[src/logic/adsc_defines.vh]
// register map, field positions, reset values and timing counts of the
// converter sequencing block; included by the design file by bare name
`ifndef ADSC_DEFINES_VH
`define ADSC_DEFINES_VH
// byte offsets on the register bus
`define ADSC_OFS_CTRL   8'h00
`define ADSC_OFS_POS    8'h04
`define ADSC_OFS_NEG    8'h08
`define ADSC_OFS_STAT   8'h0c
`define ADSC_OFS_RES    8'h10
`define ADSC_OFS_SRST   8'h14
`define ADSC_OFS_GAIN   8'h18
`define ADSC_OFS_OFFS   8'h1c
`define ADSC_OFS_AMP    8'h20
`define ADSC_OFS_PORT   8'h24
// reset values
`define ADSC_CTRL_RST   16'h0a00
`define ADSC_GAIN_RST   12'h800
`define ADSC_OFFS_RST   12'h000
// control field positions
`define ADSC_BYP_P      15
`define ADSC_BYP_N      14
`define ADSC_DIV_HI     13
`define ADSC_DIV_LO     11
`define ADSC_ACQ_HI     10
`define ADSC_ACQ_LO     8
`define ADSC_ENA        7
`define ADSC_PWR        5
`define ADSC_MODE_HI    4
`define ADSC_MODE_LO    3
// conversion modes and trigger types
`define ADSC_MODE_DIFF  2'h1
`define ADSC_TRG_PIN    3'h0
`define ADSC_TRG_TMR1   3'h1
`define ADSC_TRG_TMR0   3'h2
`define ADSC_TRG_SINGLE 3'h3
`define ADSC_TRG_CONT   3'h4
`define ADSC_TRG_PLA    3'h5
`define ADSC_TRG_PWM    3'h6
// channel codes
`define ADSC_CH_TEMP    5'h0d
`define ADSC_CH_AMP_B   5'h01
// timing in converter clocks; the divider values are clk cycles per converter clock
`define ADSC_TRIAL_CLKS 5'd19
`define ADSC_TEMP_ACQ   7'd16
`define ADSC_TEMP_DIV   6'd32
`define ADSC_DIV_RST    6'h02
`define ADSC_ACQ_RST    7'h08
`endif

[src/logic/adsc_top.v]
// converter sequencing and result handling behind an axi4-lite slave
// assumes one clock; raw code and triggers from timers come from logic on
// clk, the external convert pin is asynchronous and is synchronised here
//
// The AXI4-Lite register port and the register addresses were left to the implementer.
`include "adsc_defines.vh"

module adsc_top (
  // clock and reset
  input  wire        clk,
  input  wire        rst,
  // axi4-lite write address and data
  input  wire [7:0]  s_awaddr,
  input  wire        s_awvalid,
  output wire        s_awready,
  input  wire [31:0] s_wdata,
  input  wire [3:0]  s_wstrb,
  input  wire        s_wvalid,
  output wire        s_wready,
  // axi4-lite write response
  output reg  [1:0]  s_bresp,
  output reg         s_bvalid,
  input  wire        s_bready,
  // axi4-lite read
  input  wire [7:0]  s_araddr,
  input  wire        s_arvalid,
  output wire        s_arready,
  output reg  [31:0] s_rdata,
  output reg  [1:0]  s_rresp,
  output reg         s_rvalid,
  input  wire        s_rready,
  // conversion triggers
  input  wire        convst_pin,
  input  wire        timer0_ovf,
  input  wire        timer1_ovf,
  input  wire        pla_trig,
  input  wire        pwm_trig,
  // analog core
  input  wire [11:0] raw_code,
  output reg         sample_hold,
  output reg         adc_power,
  output reg  [4:0]  pos_sel,
  output reg  [4:0]  neg_sel,
  output reg         pos_buf_bypass,
  output reg         neg_buf_bypass,
  output reg  [4:0]  amp_gain,
  // status pins
  output reg         adc_busy,
  output reg         port_busy_pin,
  output reg         adc_irq
);
  localparam ST_IDLE = 2'd0;
  localparam ST_ACQ  = 2'd1;
  localparam ST_CONV = 2'd2;
  // registers
  reg [15:0] ctrl_r;
  reg [4:0]  pos_r;
  reg [4:0]  neg_r;
  reg [11:0] gain_r;
  reg [11:0] offs_r;
  reg [4:0]  amp_r;
  reg        port_r;
  reg        ready_r;
  reg [31:0] result_r;
  // sequencer
  reg [1:0]  state_r;
  reg [5:0]  div_cnt_r;
  reg [5:0]  div_lim_r;
  reg [6:0]  cnt_r;
  reg [6:0]  acq_lim_r;
  reg        diff_r;
  reg        amp_ch_r;
  // bus
  reg        aw_have_r;
  reg        w_have_r;
  reg [7:0]  awaddr_r;
  reg [31:0] wdata_r;
  reg [3:0]  wstrb_r;
  // pin synchroniser and trigger edges
  reg        pin_s1_r;
  reg        pin_s2_r;
  reg        pin_s3_r;
  reg        pin_lvl_r;
  reg        t0_d_r;
  reg        t1_d_r;
  reg        pla_d_r;
  reg        pwm_d_r;
  wire [2:0] trg_type = ctrl_r[2:0];
  wire [2:0] div_code = ctrl_r[`ADSC_DIV_HI:`ADSC_DIV_LO];
  wire [2:0] acq_code = ctrl_r[`ADSC_ACQ_HI:`ADSC_ACQ_LO];
  wire [1:0] mode     = ctrl_r[`ADSC_MODE_HI:`ADSC_MODE_LO];
  wire       conv_ok  = ctrl_r[`ADSC_ENA] & ctrl_r[`ADSC_PWR];
  // bus handshakes; one write and one read in flight at most
  assign s_awready = ~aw_have_r & ~s_bvalid;
  assign s_wready  = ~w_have_r & ~s_bvalid;
  assign s_arready = ~s_rvalid;
  wire       aw_fire = s_awvalid & s_awready;
  wire       w_fire  = s_wvalid & s_wready;
  wire       ar_fire = s_arvalid & s_arready;
  wire       aw_now  = aw_have_r | aw_fire;
  wire       w_now   = w_have_r | w_fire;
  wire       wr_go   = aw_now & w_now & ~s_bvalid;
  wire [7:0] wa      = aw_have_r ? awaddr_r : s_awaddr;
  wire [31:0] wd     = w_have_r ? wdata_r : s_wdata;
  wire [3:0] ws      = w_have_r ? wstrb_r : s_wstrb;
  wire [31:0] wmask  = {{8{ws[3]}}, {8{ws[2]}}, {8{ws[1]}}, {8{ws[0]}}};
  // soft reset: any write to its word restores every default except the bus channels and the trigger synchroniser
  wire soft_rst = wr_go & (wa == `ADSC_OFS_SRST);
  wire any_rst  = rst | soft_rst;
  wire [31:0] ctrl_ext = {16'h0000, ctrl_r};
  wire [31:0] ctrl_new = (ctrl_ext & ~wmask) | (wd & wmask);
  wire [31:0] pos_new  = ({27'h0, pos_r} & ~wmask) | (wd & wmask);
  wire [31:0] neg_new  = ({27'h0, neg_r} & ~wmask) | (wd & wmask);
  wire [31:0] gain_new = ({20'h0, gain_r} & ~wmask) | (wd & wmask);
  wire [31:0] offs_new = ({20'h0, offs_r} & ~wmask) | (wd & wmask);
  wire [31:0] amp_new  = ({27'h0, amp_r} & ~wmask) | (wd & wmask);
  function map_ok;
    input [7:0] a;
    begin
      map_ok = (a <= `ADSC_OFS_PORT) && (a[1:0] == 2'b00);
    end
  endfunction
  // trigger sources; the convert pin counts once stages two and three agree
  wire pin_rise = pin_lvl_r == 1'b0 && pin_s2_r && pin_s3_r;
  wire pin_fall = pin_lvl_r == 1'b1 && !pin_s2_r && !pin_s3_r;
  reg  trig;
  always @* begin
    trig = 1'b0;
    case (trg_type)
      `ADSC_TRG_PIN:    trig = pin_rise;
      `ADSC_TRG_TMR1:   trig = timer1_ovf & ~t1_d_r;
      `ADSC_TRG_TMR0:   trig = timer0_ovf & ~t0_d_r;
      `ADSC_TRG_SINGLE: trig = 1'b1;
      `ADSC_TRG_CONT:   trig = 1'b1;
      `ADSC_TRG_PLA:    trig = pla_trig & ~pla_d_r;
      `ADSC_TRG_PWM:    trig = pwm_trig & ~pwm_d_r;
      default:          trig = 1'b0;
    endcase
  end
  // per-conversion timing; the temperature channel overrides user codes
  wire        temp_ch = pos_r == `ADSC_CH_TEMP;
  wire [5:0]  user_div = 6'h01 << div_code;
  wire [6:0]  user_acq = 7'h02 << acq_code;
  wire [5:0]  next_div = temp_ch ? `ADSC_TEMP_DIV : user_div;
  wire [6:0]  next_acq = temp_ch ? `ADSC_TEMP_ACQ : user_acq;
  wire        tick     = div_cnt_r == div_lim_r - 6'h01;
  wire        start    = state_r == ST_IDLE && conv_ok && trig;
  wire        acq_end  = state_r == ST_ACQ && tick &&
                         cnt_r == acq_lim_r - 7'h01;
  wire        done     = state_r == ST_CONV && tick &&
                         cnt_r == {2'b00, `ADSC_TRIAL_CLKS} - 7'h01;
  // calibration: gain only off the amplified pairs, offset everywhere
  wire [23:0] gprod  = raw_code * gain_r;
  wire [12:0] gscl   = gprod[23:11];
  wire [11:0] gsat   = gscl[12] ? 12'hfff : gscl[11:0];
  wire [11:0] gsel   = amp_ch_r ? raw_code : gsat;
  wire [13:0] osum   = {2'b00, gsel} + {{2{offs_r[11]}}, offs_r};
  wire [11:0] cal    = osum[13] ? 12'h000 :
                       (osum[12] ? 12'hfff : osum[11:0]);
  // differential codes are offset binary from the core, flip to signed
  wire [11:0] fmt    = diff_r ? (cal ^ 12'h800) : cal;
  wire [3:0]  sgn    = (diff_r & fmt[11]) ? 4'hf : 4'h0;
  // sequencer: idle, acquisition, bit trials
  always @(posedge clk) begin
    if (any_rst) begin
      state_r   <= ST_IDLE;
      div_cnt_r <= 6'h00;
      div_lim_r <= `ADSC_DIV_RST;
      cnt_r     <= 7'h00;
      acq_lim_r <= `ADSC_ACQ_RST;
      diff_r    <= 1'b0;
      amp_ch_r  <= 1'b0;
    end else begin
      div_cnt_r <= (tick || state_r == ST_IDLE) ? 6'h00
                                                : div_cnt_r + 6'h01;
      case (state_r)
        ST_IDLE: begin
          if (start) begin
            state_r   <= ST_ACQ;
            div_lim_r <= next_div;
            acq_lim_r <= next_acq;
            cnt_r     <= 7'h00;
            diff_r    <= mode == `ADSC_MODE_DIFF;
            amp_ch_r  <= pos_r <= `ADSC_CH_AMP_B;
          end
        end
        ST_ACQ: begin
          if (acq_end) begin
            state_r <= ST_CONV;
            cnt_r   <= 7'h00;
          end else if (tick) begin
            cnt_r <= cnt_r + 7'h01;
          end
        end
        ST_CONV: begin
          // back to idle keeps the limits; the next start loads timing for its channel
          if (done) begin
            state_r <= ST_IDLE;
          end else if (tick) begin
            cnt_r <= cnt_r + 7'h01;
          end
        end
        default: state_r <= ST_IDLE;
      endcase
    end
  end
  // status outputs; busy and ready change on the same edge
  always @(posedge clk) begin
    if (any_rst) begin
      adc_busy      <= 1'b0;
      sample_hold   <= 1'b0;
      port_busy_pin <= 1'b0;
      adc_irq       <= 1'b0;
    end else begin
      if (start)
        adc_busy <= 1'b1;
      else if (done)
        adc_busy <= 1'b0;
      sample_hold   <= start | (state_r == ST_ACQ & ~acq_end);
      port_busy_pin <= port_r & (start | (adc_busy & ~done));
      adc_irq       <= done | (ready_r & ~(ar_fire &
                       s_araddr == `ADSC_OFS_RES));
    end
  end
  // configuration outputs to the analog core follow the registers
  always @(posedge clk) begin
    if (any_rst) begin
      adc_power      <= 1'b0;
      pos_sel        <= 5'h00;
      neg_sel        <= 5'h00;
      pos_buf_bypass <= 1'b0;
      neg_buf_bypass <= 1'b0;
      amp_gain       <= 5'h00;
    end else begin
      adc_power      <= ctrl_r[`ADSC_PWR];
      pos_sel        <= pos_r;
      neg_sel        <= neg_r;
      pos_buf_bypass <= ctrl_r[`ADSC_BYP_P];
      neg_buf_bypass <= ctrl_r[`ADSC_BYP_N];
      amp_gain       <= amp_r;
    end
  end
  // result and ready flag; a finishing conversion beats a clearing read
  always @(posedge clk) begin
    if (any_rst) begin
      ready_r  <= 1'b0;
      result_r <= 32'h0000_0000;
    end else begin
      if (done) begin
        ready_r  <= 1'b1;
        result_r <= {sgn, fmt, 16'h0000};
      end else if (ar_fire && s_araddr == `ADSC_OFS_RES) begin
        ready_r <= 1'b0;
      end
    end
  end
  // software registers; soft reset itself keeps no state
  always @(posedge clk) begin
    if (any_rst) begin
      ctrl_r <= `ADSC_CTRL_RST;
      pos_r  <= 5'h00;
      neg_r  <= 5'h00;
      gain_r <= `ADSC_GAIN_RST;
      offs_r <= `ADSC_OFFS_RST;
      amp_r  <= 5'h00;
      port_r <= 1'b0;
    end else begin
      if (wr_go) begin
        case (wa)
          `ADSC_OFS_CTRL: ctrl_r <= {ctrl_new[15:7], 1'b0, ctrl_new[5:0]};
          `ADSC_OFS_POS:  pos_r  <= pos_new[4:0];
          `ADSC_OFS_NEG:  neg_r  <= neg_new[4:0];
          `ADSC_OFS_GAIN: gain_r <= gain_new[11:0];
          `ADSC_OFS_OFFS: offs_r <= offs_new[11:0];
          `ADSC_OFS_AMP:  amp_r  <= amp_new[4:0];
          `ADSC_OFS_PORT: port_r <= ws[0] ? wd[0] : port_r;
          default: ;
        endcase
      end
      // single software start returns the type field once complete
      if (done && trg_type == `ADSC_TRG_SINGLE &&
          !(wr_go && wa == `ADSC_OFS_CTRL))
        ctrl_r[2:0] <= `ADSC_TRG_PIN;
    end
  end
  // write channel holding and response
  always @(posedge clk) begin
    if (rst) begin
      aw_have_r <= 1'b0;
      w_have_r  <= 1'b0;
      awaddr_r  <= 8'h00;
      wdata_r   <= 32'h0000_0000;
      wstrb_r   <= 4'h0;
      s_bvalid  <= 1'b0;
      s_bresp   <= 2'b00;
    end else begin
      if (aw_fire)
        awaddr_r <= s_awaddr;
      if (w_fire) begin
        wdata_r <= s_wdata;
        wstrb_r <= s_wstrb;
      end
      aw_have_r <= aw_now & ~wr_go;
      w_have_r  <= w_now & ~wr_go;
      if (wr_go) begin
        s_bvalid <= 1'b1;
        s_bresp  <= (map_ok(wa) && wa != `ADSC_OFS_STAT &&
                     wa != `ADSC_OFS_RES) ? 2'b00 : 2'b10;
      end else if (s_bready) begin
        s_bvalid <= 1'b0;
      end
    end
  end
  // read channel; status reads leave the ready flag alone
  always @(posedge clk) begin
    if (rst) begin
      s_rvalid <= 1'b0;
      s_rdata  <= 32'h0000_0000;
      s_rresp  <= 2'b00;
    end else begin
      if (ar_fire) begin
        s_rvalid <= 1'b1;
        s_rresp  <= map_ok(s_araddr) ? 2'b00 : 2'b10;
        case (s_araddr)
          `ADSC_OFS_CTRL: s_rdata <= ctrl_ext;
          `ADSC_OFS_POS:  s_rdata <= {27'h0, pos_r};
          `ADSC_OFS_NEG:  s_rdata <= {27'h0, neg_r};
          `ADSC_OFS_STAT: s_rdata <= {31'h0, ready_r};
          `ADSC_OFS_RES:  s_rdata <= result_r;
          `ADSC_OFS_GAIN: s_rdata <= {20'h0, gain_r};
          `ADSC_OFS_OFFS: s_rdata <= {20'h0, offs_r};
          `ADSC_OFS_AMP:  s_rdata <= {27'h0, amp_r};
          `ADSC_OFS_PORT: s_rdata <= {31'h0, port_r};
          default:        s_rdata <= 32'h0000_0000;
        endcase
      end else if (s_rready) begin
        s_rvalid <= 1'b0;
      end
    end
  end
  // pin synchroniser, three stages; stage one feeds only stage two
  always @(posedge clk) begin
    if (rst) begin
      pin_s1_r  <= 1'b0;
      pin_s2_r  <= 1'b0;
      pin_s3_r  <= 1'b0;
      pin_lvl_r <= 1'b0;
      t0_d_r    <= 1'b0;
      t1_d_r    <= 1'b0;
      pla_d_r   <= 1'b0;
      pwm_d_r   <= 1'b0;
    end else begin
      pin_s1_r <= convst_pin;
      pin_s2_r <= pin_s1_r;
      pin_s3_r <= pin_s2_r;
      if (pin_rise)
        pin_lvl_r <= 1'b1;
      else if (pin_fall)
        pin_lvl_r <= 1'b0;
      t0_d_r  <= timer0_ovf;
      t1_d_r  <= timer1_ovf;
      pla_d_r <= pla_trig;
      pwm_d_r <= pwm_trig;
    end
  end

endmodule

[config.mk]
export PLATFORM = sky130hd
export DESIGN_NAME = adsc_top
export DESIGN_NICKNAME = d
export VERILOG_FILES = /design/src/logic/adsc_top.v
export VERILOG_INCLUDE_DIRS = /design/src /design/src/logic
export SDC_FILE = /design/constraint.sdc
export NUM_CORES = 1
export LEC_CHECK = 0
export ABC_AREA = 1
export BUFFER_PORTS_ARGS = -buffer_cell sky130_fd_sc_hd__buf_2
export CORE_ASPECT_RATIO = 1.4
export CORE_UTILIZATION = 25
export CTS_CLUSTER_DIAMETER = 50
export DETAILED_ROUTE_END_ITERATION = 7
export PLACE_DENSITY_LB_ADDON = 0.1
export SLEW_MARGIN = 10
export SYNTH_ARGS = -nofsm -noshare
export SYNTH_HDL_FRONTEND = slang
export SYNTH_SLANG_ARGS = --single-unit
[constraint.sdc]
create_clock -name clk -period 16.7 [get_ports clk]
set_clock_uncertainty 0.2 [all_clocks]
set_input_delay 3.34 -clock clk [delete_from_list [all_inputs] [get_ports clk]]
set_output_delay 3.34 -clock clk [all_outputs]
set_load 0.005 [all_outputs]
==> results of run 1 <==
==> metal layers <==
layer	part of all wire (%)	wire length (um)	GRT usage (%)
met4	2.9	1275	5.578
met5	0.054	24	0
met3	2.4	1039	1.943
met1	41	18210	18.46
met2	53	23600	31.58
==> layout by cell type (no fill, tap or decap), types with 3 or more instances in the layout <==
| cell type | netlist | final |
|---|---|---|
| inv_6 | 0 | 3 |
| fa_1 | 100 | 100 |
| nor2_2 | 4 | 4 |
| a31oi_1 | 13 | 13 |
| nand3_1 | 70 | 70 |
| o211ai_1 | 6 | 6 |
| clkbuf_16 | 0 | 17 |
| nand2_1 | 437 | 437 |
| dfxtp_1 | 189 | 189 |
| nor3_2 | 2 | 3 |
| o21ai_2 | 3 | 3 |
| o31ai_1 | 4 | 4 |
| buf_2 | 9 | 118 |
| buf_4 | 6 | 9 |
| ha_1 | 82 | 82 |
| xor2_1 | 13 | 13 |
| o21a_1 | 3 | 3 |
| nor2_1 | 165 | 165 |
| a21o_1 | 3 | 3 |
| inv_1 | 375 | 375 |
| inv_8 | 0 | 4 |
| o221ai_1 | 4 | 4 |
| nand4_1 | 17 | 17 |
| clkinv_4 | 0 | 4 |
| or2_2 | 4 | 4 |
| a21oi_1 | 160 | 160 |
| o22ai_1 | 15 | 15 |
| a211oi_1 | 9 | 9 |
| nor3_1 | 17 | 16 |
| o21ai_0 | 143 | 143 |
| xnor2_1 | 9 | 9 |
==> worst max-delay path: cells and delay by family <==
family                   cells  cell delay (ps)
adder cells (fa/ha/maj)      9             3880
buffers and inverters        7              920
AND/OR/NAND/NOR             17             1760
AO/OA/AOI/OAI                2              300
XOR/XNOR                     1              590
==> power by group <==
part           total, mW  switching [mW]  internal [mW]
logic              0.155           0.110         0.0443
registers          0.475          0.0103          0.465
clock network      0.423           0.208          0.215
==> stage by stage <==
stage                     worst slack, ps  area [sq um]
final                                6087         15620
after global routing                 5413         15620
after CTS                            5962         15620
after detailed placement             5498         15020
after global placement               5534         15020
after floorplan                      6644         13780
==> worst max-delay path by stage <==
stage                startpoint            to  slack, ps  cells past startpoint
finish              raw_code[1]  result_r[27]       6090                     36
global route        raw_code[4]  result_r[27]       5410                     36
CTS                 raw_code[0]  result_r[27]       5960                     36
detailed placement  raw_code[0]  result_r[27]       5500                     36
global placement    raw_code[1]  result_r[27]       5530                     36
floorplan           raw_code[0]  result_r[27]       6640                     37
==> kinds of logic (layout without fill, tap and decap cells) <==
logic type / count (synthesis) / in the layout / synth area share [%]
xor gates and xnor gates: 22 / 22 / 1.399
DFF: 189 / 189 / 27.47
muxes: 2 / 2 / 0.1454
adders and majority gates: 182 / 182 / 21.99
buffers and inverters: 450 / 536 / 12.61
other: 1 / 2 / 0.02723
and+or+nand+nor: 726 / 726 / 21.61
AOI/OAI and AO/OA: 373 / 373 / 14.75
==> final cells by class <==
| cell class | instances | area [sq um] | area share (%) |
|---|---|---|---|
| Clock buffer | 18 | 429.2 | 2.748 |
| Inverter | 377 | 1415 | 9.061 |
| Sequential cell | 189 | 3784 | 24.23 |
| Multi-Input combinational cell | 1307 | 8260 | 52.89 |
| Tap cell | 721 | 902.1 | 5.776 |
| Clock inverter | 14 | 168.9 | 1.082 |
| Timing Repair Buffer | 127 | 658.1 | 4.214 |
==> results by group, run 1 <==
Outcome
  • Status: completed

Clock tree
  • TritonCTS clock tree: done
  • CTS hold repair buffers: 0
  • Latest clock arrival within the worst-skew pair: about 460 ps
  • Cts bufs inserted: 17
  • Postcts setup bufs: 0
  • Clock-pin slew on the worst setup and hold paths: approximately 80 ps
  • CTS sink count: 189
  • CTS Buffer Depth: 2
  • Root Driver: clkbuf_16
  • Resized cells post-CTS: 0
  • H-tree depth: 4

Worst setup path
  • Worst EP required: 16880 ps
  • R2R depth: 35
  • Worst setup EP type: register
  • R2R setup slack: around 8500 ps
  • CP max-delay cell: xor2_1
  • Worst R2R End: result_r[27]
  • Startpoint Class: primary input
  • Critical path type: in2reg
  • CP most frequent cell: nand2_1
  • Crit path max fanout: 12
  • Crit path DAT: approximately 11000 ps
  • Slowest stage delay, CP: 590 ps

Die
  • Die area: roughly 56000 sq um
  • DIE HEIGHT: between 200 and 300 um
  • DIE WIDTH: between 200 and 250 um
  • I/O pins: about 140
  • Initial core utilization: approximately 25%
  • Core area: roughly 54000 sq um
  • Rows: roughly 100

Synth
  • Post-synth top cells: 437 x nand2_1, 375 x inv_1, 189 x dfxtp_1, 165 x nor2_1, 160 x a21oi_1
  • Most used DFF post-synth: dfxtp_1
  • Cell taking the most area after synthesis: dfxtp_1
  • Number of synthesized flops with an enable pin: 0
  • Mean Syn Cell Area: between 7 and 8 sq um
  • Yosys reg bits: approximately 190
  • Post-synth ARST share: 0%
  • Register area share after synthesis: roughly 27%
  • Cell count after synthesis: slightly below 2000
  • Post-synth top area share: between 20% and 30%
  • Yosys warns: 0
  • Top-count cell post-synth: nand2_1
  • Top cells by area, synth: dfxtp_1 27%, fa_1 15%, nand2_1 12%
  • Post-synthesis cell type count: between 40 and 50
  • Mapped cell area: ~14000 sq um

STA
  • Worst hold slack: 204.0 ps
  • Total negative setup slack: 0 ps
  • Final Critical Period: around 11000 ps
  • Worst Tran Pin Value: 1070 ps
  • Slew HR: 27.93%
  • Fmax: 94.23 MHz
  • Final setup fails: 0
  • Crit share post-route: roughly 64%
  • Fin. Hold Viols: 0
  • Unrepaired setup endpoints after global routing: no
  • Max Slew Vio Count: 0

Job
  • Max Cap Viol: 0

Final layout
  • Fin util: between 20 and 30%
  • Post-route insts no fill: ~2800
  • Share of layout cells above drive strength 1: a little under a tenth
  • Ant diodes: 0
  • Area growth from synthesis to layout: 13.40%
  • Nets: about 2300
  • Fillcell total: between 6000 and 7000

GRT
  • Gr usage total: around 16%
  • First-pass GRT wire length: about 72000 um
  • Largest net degree at the start of global routing: 73
  • Initial antenna violation count: 2
  • Vias in the first global route: 13010
  • Gr ovfl total: 0

Detailed routing
  • Avg WL per Cell: 16.04 um
  • Via count: 12350
  • DR pass1 iterations: 5
  • Final antenna-violating net count: 0
  • DRT iter0 DRCs: 521
  • Residual DRC: 0
  • Routed vias/inst: between 4 and 5
  • Drt total wl: between 40000 and 50000 um

Power
  • VDD IR max: around 64 uV
  • Final Total Pwr: 1.053 mW
  • Lkg Pwr: roughly 7.6 nW
  • Pwr per Cell Area: just under 70 nW/um^2

Hold path
  • Worst Hold Class: reg2reg
  • Hold Path Depth: 2
  • Hold path start: pin_s1_r
  • Worst hold endpoint: pin_s2_r

Placed design
  • # placed instances: around 2700
  • Detailed Place HPWL: ~34000 um
  • Gp weighted congestion: between 0.8 and 0.9
  • Buffers on Ports: ~120
Note: power is estimated with default switching activity, not from simulation.
==> inputs of run 2 (changes only) <==
ABC_AREA = 0   (was 1)
clock period = 9.7 ns   (was 16.7 ns; I/O delays follow)
==> run 2 against run 1 <==
  * The run now ends with design-rule violations left
  * Sequential power rose by 69%
  * Routed wire length fell by 7.8%
  * Worst setup slack got worse by 5600 ps
  * Non-clock buffer count rose by 85
  * Worst hold slack improved by 50 ps
  * Synthesized cell count fell by 21%
  * Core utilization rose by 1.3 points
  * Final cell count fell by 12%
  * Largest power group unchanged
  * Highest routed layer unchanged
==> results by group, run 2 <==
Worst setup path
  • Critical path type: in2reg (unchanged)
  • CP endpoint: result_r[27] (unchanged)
  • Crit path max fanout: 8 (was 12)
  • Worst R2R End: result_r[27] (unchanged)
  • Startpoint Class: primary input (unchanged)
  • R2R depth: 27 (was 35)
  • CP max-delay cell: fa_1 (was xor2_1)
  • Slowest stage delay, CP: 540 ps (was 590 ps)
  • Crit path DAT: 9400 ps (was 10800 ps)
  • Levels on crit path: 28 (was 36)
  • R2R setup slack: 1360 ps (was 8450 ps)
  • Worst Setup SP: raw_code[2] (was raw_code[1])
  • CP most frequent cell: fa_1 (was nand2_1)
  • CP bufs+invs: 4 (was 7)
  • Crit path max-delay family: adder cells (unchanged)
  • Worst setup EP type: register (unchanged)
  • Worst EP required: 9860 ps (was 16880 ps)

Detailed routing
  • Routed vias/inst: 4.527 (was 4.485)
  • Avg WL per Cell: 16.88 um (was 16.04 um)
  • Final antenna-violating net count: 0 (unchanged)
  • DRT iter0 DRCs: 458 (was 521)
  • Residual DRC: 18 (was 0)
  • Via count: 10920 (was 12350)
  • DR pass1 iterations: 8 (was 5)
  • Drt total wl: 40730 um (was 44150 um)

Job
  • Max Cap Viol: 0 (unchanged)

Die
  • DIE WIDTH: 197.0 um (was 200.4 um)
  • Initial core utilization: 25.39% (was 25.34%)
  • Core area: 52400 sq um (was 54340 sq um)
  • Die area: 54160 sq um (was 56040 sq um)
  • DIE HEIGHT: 275.0 um (was 279.7 um)
  • Rows: 99 (was 101)
  • I/O pins: 139 (unchanged)

STA
  • Total negative setup slack: 0 ps (unchanged)
  • Worst Tran Pin Value: 992.5 ps (was 1070 ps)
  • Worst hold slack: 254.1 ps (was 204.0 ps)
  • Unrepaired setup endpoints after global routing: no (unchanged)
  • Fmax: approximately 110 MHz
  • Max Slew Vio Count: 0 (unchanged)
  • Setup ws final: 463.3 ps (was 6087 ps)
  • Fin. Hold Viols: 0 (unchanged)
  • Final setup fails: 0 (unchanged)
  • Final Critical Period: between 9000 and 10000 ps
  • Slew HR: 33.59% (was 27.93%)
  • Crit share post-route: a little over nine tenths

Final layout
  • Area growth from synthesis to layout: 18.42% (was 13.40%)
  • Fin util: 30.07% (was 28.74%)
  • Fin area: 15760 sq um (was 15620 sq um)
  • Nets: 1948 (was 2277)
  • Commonest non-fill, non-tap cell in the layout: nand2_1 (unchanged)
  • Fillcell total: 5627 (was 6092)
  • Post-route insts no fill: 2413 (was 2753)
  • Commonest cells after routing, fill and taps aside: 214 x nand2_1, 189 x dfxtp_1, 150 x inv_1, 131 x nor2_1, 118 x buf_2 (was 437 x nand2_1, 375 x inv_1, 189 x dfxtp_1, 165 x nor2_1, 160 x a21oi_1)
  • Share of layout cells above drive strength 1: 17.32% (was 9.104%)

Power
  • Final Total Pwr: 1.693 mW (was 1.053 mW)
  • Clk network pwr share: 41.1% (was 40.2%)
  • Pwr per Cell Area: 107.5 nW/um^2 (was 67.43 nW/um^2)
  • Pint: 1.209 mW (was 0.7241 mW)
  • Lkg Pwr: 6.913 nW (was 7.581 nW)
  • Comb pwr share: 11.5% (was 14.7%)
  • VDD IR max: 104.9 uV (was 63.73 uV)
  • Flop pwr share: 47.4% (was 45.1%)
  • Net Sw Power: 0.4844 mW (was 0.3290 mW)
  • Switch share: 28.61% (was 31.24%)

Synth
  • Post-synthesis cell type count: 78 (was 46)
  • Yosys warns: 0 (unchanged)
  • Number of synthesized flops with an enable pin: 0 (unchanged)
  • Mean Syn Cell Area: 8.639 sq um (was 7.081 sq um)
  • Post-synthesis xor/xnor area fraction: 2.699% (was 1.399%)
  • Post-synth top area share: 28.44% (was 27.47%)
  • Main combinational cell family by area after synthesis: adder cells (unchanged)
  • Cell count after synthesis: 1540 (was 1945)
  • Top cells by area, synth: dfxtp_1 28%, fa_1 15%, ha_1 7.7% (was dfxtp_1 27%, fa_1 15%, nand2_1 12%)
  • Post-synthesis mux area share: 6.226% (was 0.1454%)
  • Register area share after synthesis: 28.44% (was 27.47%)
  • Post-synthesis compound-gate area fraction: 12.86% (was 14.75%)
  • Most used DFF post-synth: dfxtp_1 (unchanged)
  • Top-count cell post-synth: nand2_1 (unchanged)
  • Yosys reg bits: 189 (unchanged)
  • Cell taking the most area after synthesis: dfxtp_1 (unchanged)
  • Mapped cell area: 13300 sq um (was 13770 sq um)
  • Synth Area in Simple Gates: 20.14% (was 21.61%)
  • Post-synth top cells: 214 x nand2_1, 189 x dfxtp_1, 150 x inv_1, 131 x nor2_1, 100 x fa_1 (was 437 x nand2_1, 375 x inv_1, 189 x dfxtp_1, 165 x nor2_1, 160 x a21oi_1)
  • Post-synth ARST share: 0% (unchanged)
  • Synth Area in Adders: 22.76% (was 21.99%)

GRT
  • First-pass GRT wire length: 64490 um (was 71780 um)
  • Gr usage total: 15.55% (was 16.42%)
  • Vias in the first global route: 11250 (was 13010)
  • Largest net degree at the start of global routing: 72 (was 73)
  • Initial antenna violation count: 4 (was 2)
  • Gr ovfl total: 0 (unchanged)

Clock tree
  • CTS sink count: 189 (unchanged)
  • Clock-pin slew on the worst setup and hold paths: 80 ps (about the same)
  • Root Driver: clkbuf_16 (unchanged)
  • CTS hold repair buffers: 0 (unchanged)
  • Postcts setup bufs: 0 (unchanged)
  • Resized cells post-CTS: 0 (unchanged)
  • TritonCTS clock tree: done (unchanged)
  • H-tree depth: 4 (unchanged)
  • CTS Buffer Depth: 2 (unchanged)
  • Latest clock arrival within the worst-skew pair: 450 ps (was 460 ps)
  • Cts bufs inserted: 17 (unchanged)

Hold path
  • Worst Hold Class: reg2reg (unchanged)
  • Hold Path Depth: 2 (unchanged)

Placed design
  • Placed cell areas: 15160 sq um (was 15020 sq um)
  • # placed instances: 2378 (was 2721)
  • Gp weighted congestion: 0.7785 (was 0.8451)
  • Detailed Place HPWL: 31920 um (was 34400 um)
  • Setup WS pre-CTS: -101.3 ps (was 5498 ps)
  • Buffers on Ports: 118 (unchanged)

Outcome
  • Status: finished with violations (was completed)
  • Failing checks: design-rule violations
run 2: changes by cell type in the layout (fill, tap and decap cells not counted), sizes merged, moves of 59 or more:
cell,delta
and2,+79
nand2,-225
mux2i,+59
a21oi,-75
buf,+85
o21ai,-110
inv,-225
run 2: power by group through the flow:
stage	clock (mW)	combinational, mW	sequential [mW]
floorplan	0	0.118	0.817
global placement	0	0.198	0.821
detailed placement	0	0.198	0.821
CTS	0.724	0.199	0.803
global route	0.748	0.218	0.805
finish	0.695	0.195	0.803
run 2: worst register-to-register path: stages (launching register included):
cell and delay (ps):
dfxtp_1 770, and2_1 260, fa_1 450, fa_1 530
fa_1 520, fa_1 540, inv_1 60, fa_1 530
inv_1 40, ha_1 310, a211oi_1 320, o221ai_1 240
a31oi_1 260, o21ai_1 120, o21a_1 210, xor2_1 190
buf_4 180, o31a_1 290, ha_1 310, o21ai_0 270
o211ai_1 160, a41oi_1 290, o21ai_1 200, xor2_1 180
a32o_1 220, a22oi_1 170, ha_1 270, a211oi_1 190
run 2: final cells by class:
cell class              instances  area (sq um)  area share, %
multi-input cells            1119          8647          54.88
flip-flops and latches        189          3784          24.02
repair buffers                212          1296          8.227
well taps                     707         884.6          5.615
inverters                     151         566.8          3.598
clock buffers                  17         425.4          2.700
clock inverters                15         143.9         0.9133
diodes                          3         7.507        0.04765
run 2: routing by layer:
layer / routed length (um) / vias up / share of wire (%) / track usage [%]
met5: 13 / - / 0.032 / 0
met4: 676 / 2 / 1.7 / 4.345
met3: 1059 / 29 / 2.6 / 2.096
met2: 21950 / 142 / 54 / 29.78
met1: 17030 / 5297 / 42 / 17.78
li1: - / 5454 / - / -
run 2: cell families after synthesis:
group           after synthesis
compound gates              252
xor+xnor                     41
fa+ha+maj                   182
buf+inv                     233
flops                       189
mux                          80
other cells                   1
simple gates                562
run 2: how the worst min path moves through the flow:
stage	startpoint	endpoint	slack [ps]
after floorplan	pin_s1_r	pin_s2_r	210
after global placement	pin_s1_r	pin_s2_r	230
after detailed placement	s_rdata[14]	s_rdata[14]	240
after CTS	wdata_r[9]	wdata_r[9]	260
after global routing	wdata_r[0]	wdata_r[0]	270
final	wdata_r[0]	wdata_r[0]	250
==> inputs of run 3 (changes only) <==
CORE_MARGIN = 2   (was not set)
==> run 3 against run 2 <==
  * The run now ends clean
  * Global-route usage grew 0.094 points
  * Cell area is essentially flat
  * Critical path depth grew 1
  * Via count grew 0.18%
  * Combinational power is essentially flat
  * First-iteration DRC count grew 1.1%
  * Critical path type unchanged
==> results by group, run 3 (synthesis gave the netlist of run 2 again) <==
Outcome
  • Status: completed (was finished with violations)

Final layout
  • Commonest cells after routing, fill and taps aside: 214 x nand2_1, 189 x dfxtp_1, 150 x inv_1, 131 x nor2_1, 118 x buf_2 (unchanged)
  • Commonest non-fill, non-tap cell in the layout: nand2_1 (unchanged)
  • Share of layout cells above drive strength 1: 17.09% (was 17.32%)
  • Area growth from synthesis to layout: 18.34% (was 18.42%)
  • Fin util: 29.75% (was 30.07%)
  • Nets: 1942 (was 1948)
  • Fin area: 15740 sq um (was 15760 sq um)
  • Fillcell total: 5731 (was 5627)

Clock tree
  • CTS Buffer Depth: 2 (unchanged)
  • Cts bufs inserted: 17 (unchanged)
  • Clock-pin slew on the worst setup and hold paths: 80 ps (about the same)
  • Latest clock arrival within the worst-skew pair: 450 ps (about the same)
  • TritonCTS clock tree: done (unchanged)
  • H-tree depth: 4 (unchanged)
  • CTS sink count: 189 (unchanged)
  • Root Driver: clkbuf_16 (unchanged)

Worst setup path
  • Startpoint Class: primary input (unchanged)
  • Crit path DAT: 9340 ps (was 9400 ps)
  • CP most frequent cell: fa_1 (unchanged)
  • R2R setup slack: 1460 ps (was 1360 ps)
  • Crit path max fanout: 9 (was 8)
  • Slowest stage delay, CP: 540 ps (about the same)
  • Worst R2R End: result_r[27] (unchanged)
  • R2R depth: 27 (unchanged)
  • Critical path type: in2reg (unchanged)
  • Worst EP required: 9870 ps (was 9860 ps)
  • CP max-delay cell: fa_1 (unchanged)
  • Worst setup EP type: register (unchanged)
  • Worst Setup SP: raw_code[3] (was raw_code[2])

Power
  • Lkg Pwr: 6.898 nW (was 6.913 nW)
  • Final Total Pwr: 1.717 mW (was 1.693 mW)
  • Pwr per Cell Area: 109.1 nW/um^2 (was 107.5 nW/um^2)
  • VDD IR max: 111.3 uV (was 104.9 uV)

Die
  • DIE HEIGHT: 277.0 um (was 275.0 um)
  • I/O pins: 139 (unchanged)
  • Die area: 55100 sq um (was 54160 sq um)
  • Initial core utilization: 25.14% (was 25.39%)
  • Rows: 100 (was 99)
  • DIE WIDTH: 199.0 um (was 197.0 um)
  • Core area: 52930 sq um (was 52400 sq um)

Detailed routing
  • Via count: 10940 (was 10920)
  • Final antenna-violating net count: 0 (unchanged)
  • DR pass1 iterations: 4 (was 8)
  • Routed vias/inst: 4.532 (was 4.527)
  • Avg WL per Cell: 17.12 um (was 16.88 um)
  • Drt total wl: 41340 um (was 40730 um)
  • Residual DRC: 0 (was 18)
  • DRT iter0 DRCs: 463 (was 458)

Hold path
  • Worst Hold Class: reg2reg (unchanged)
  • Hold Path Depth: 1 (was 2)
  • Worst hold endpoint: pin_s2_r (was wdata_r[0])
  • Hold path start: pin_s1_r (was wdata_r[0])

STA
  • Worst hold slack: 236.6 ps (was 254.1 ps)
  • Slew HR: 32.51% (was 33.59%)
  • Worst Tran Pin Value: 1009 ps (was 992.5 ps)
  • Max Slew Vio Count: 0 (unchanged)
  • Fmax: 109.1 MHz (was 108.3 MHz)
  • Final setup fails: 0 (unchanged)
  • Fin. Hold Viols: 0 (unchanged)
  • Crit share post-route: 94.52% (was 95.22%)
  • Setup ws final: 531.2 ps (was 463.3 ps)
  • Final Critical Period: 9169 ps (was 9237 ps)
  • Unrepaired setup endpoints after global routing: no (unchanged)

GRT
  • Gr ovfl total: 0 (unchanged)
  • Vias in the first global route: 11340 (was 11250)
  • Gr usage total: 15.65% (was 15.55%)
  • First-pass GRT wire length: 65960 um (was 64490 um)
  • Initial antenna violation count: 3 (was 4)
  • Largest net degree at the start of global routing: 72 (unchanged)

Job
  • Max Cap Viol: 0 (unchanged)

Placed design
  • Buffers on Ports: 118 (unchanged)
  • Gp weighted congestion: 0.8141 (was 0.7785)
  • Placed cell areas: 15120 sq um (was 15160 sq um)
  • Detailed Place HPWL: 32330 um (was 31920 um)
  • Setup WS pre-CTS: -188.0 ps (was -101.3 ps)
==> run 3: area by class of cell <==
type / count / area (sq um) / area share [%]
sequential: 189 / 3784 / 24.03
inverter: 151 / 566.8 / 3.600
clock inverter: 14 / 147.6 / 0.9378
antenna: 4 / 10.01 / 0.06358
timing repair buffer: 206 / 1251 / 7.947
multi-input combinational: 1119 / 8652 / 54.96
clock buffer: 18 / 439.2 / 2.789
tap: 714 / 893.4 / 5.674
==> run 3: power by group <==
group	total, mW	internal (mW)	switching, mW	leakage [nW]
combinational	0.196	0.0758	0.120	5.08
sequential	0.803	0.791	0.0120	1.53
clock	0.719	0.371	0.348	0.287
total	1.72	1.24	0.480	6.90
==> run 3: metrics by stage <==
| step | TNS (ps) | std cells |
|---|---|---|
| 2_1_floorplan | 0 | 1541 |
| 3_3_place_gp | -841.4 | 2379 |
| 3_5_place_dp | -1323 | 2379 |
| 4_1_cts | 0 | 2411 |
| 5_1_grt | 0 | 2412 |
| 6_report | 0 | 2415 |
==> run 3: per-layer routing <==
| layer | GRT usage [%] | wire [um] | up-vias |
|---|---|---|---|
| met4 | 4.879 | 1015 | 0 |
| met3 | 1.827 | 956 | 31 |
| met1 | 18.67 | 17450 | 5308 |
| met2 | 28.85 | 21920 | 154 |
| li1 | - | - | 5451 |
| met5 | 0 | 0 | - |
==> run 3: worst max-delay path by stage <==
stage | cells past startpoint | end | slack, ps
after floorplan | 31 | result_r[27] | 80
after global placement | 28 | result_r[27] | -140
after detailed placement | 28 | result_r[27] | -190
after CTS | 28 | result_r[27] | 250
after global routing | 29 | result_r[17] | 40
final | 29 | result_r[27] | 530
==> run 3: worst max-delay path: cells and delay by family <==
family                   cells  cell delay (ps)
adder cells (fa/ha/maj)      8             3520
AND/OR/NAND/NOR              2              310
buffers and inverters        5              620
XOR/XNOR                     1              200
AO/OA/AOI/OAI               13             2730
==> run 3: repair_timing <==
action                                  CTS  global route
gates resized for setup                   0             5
hold buffers                              0             0
endpoints found under the setup margin    0            13
buffers inserted                          0             0
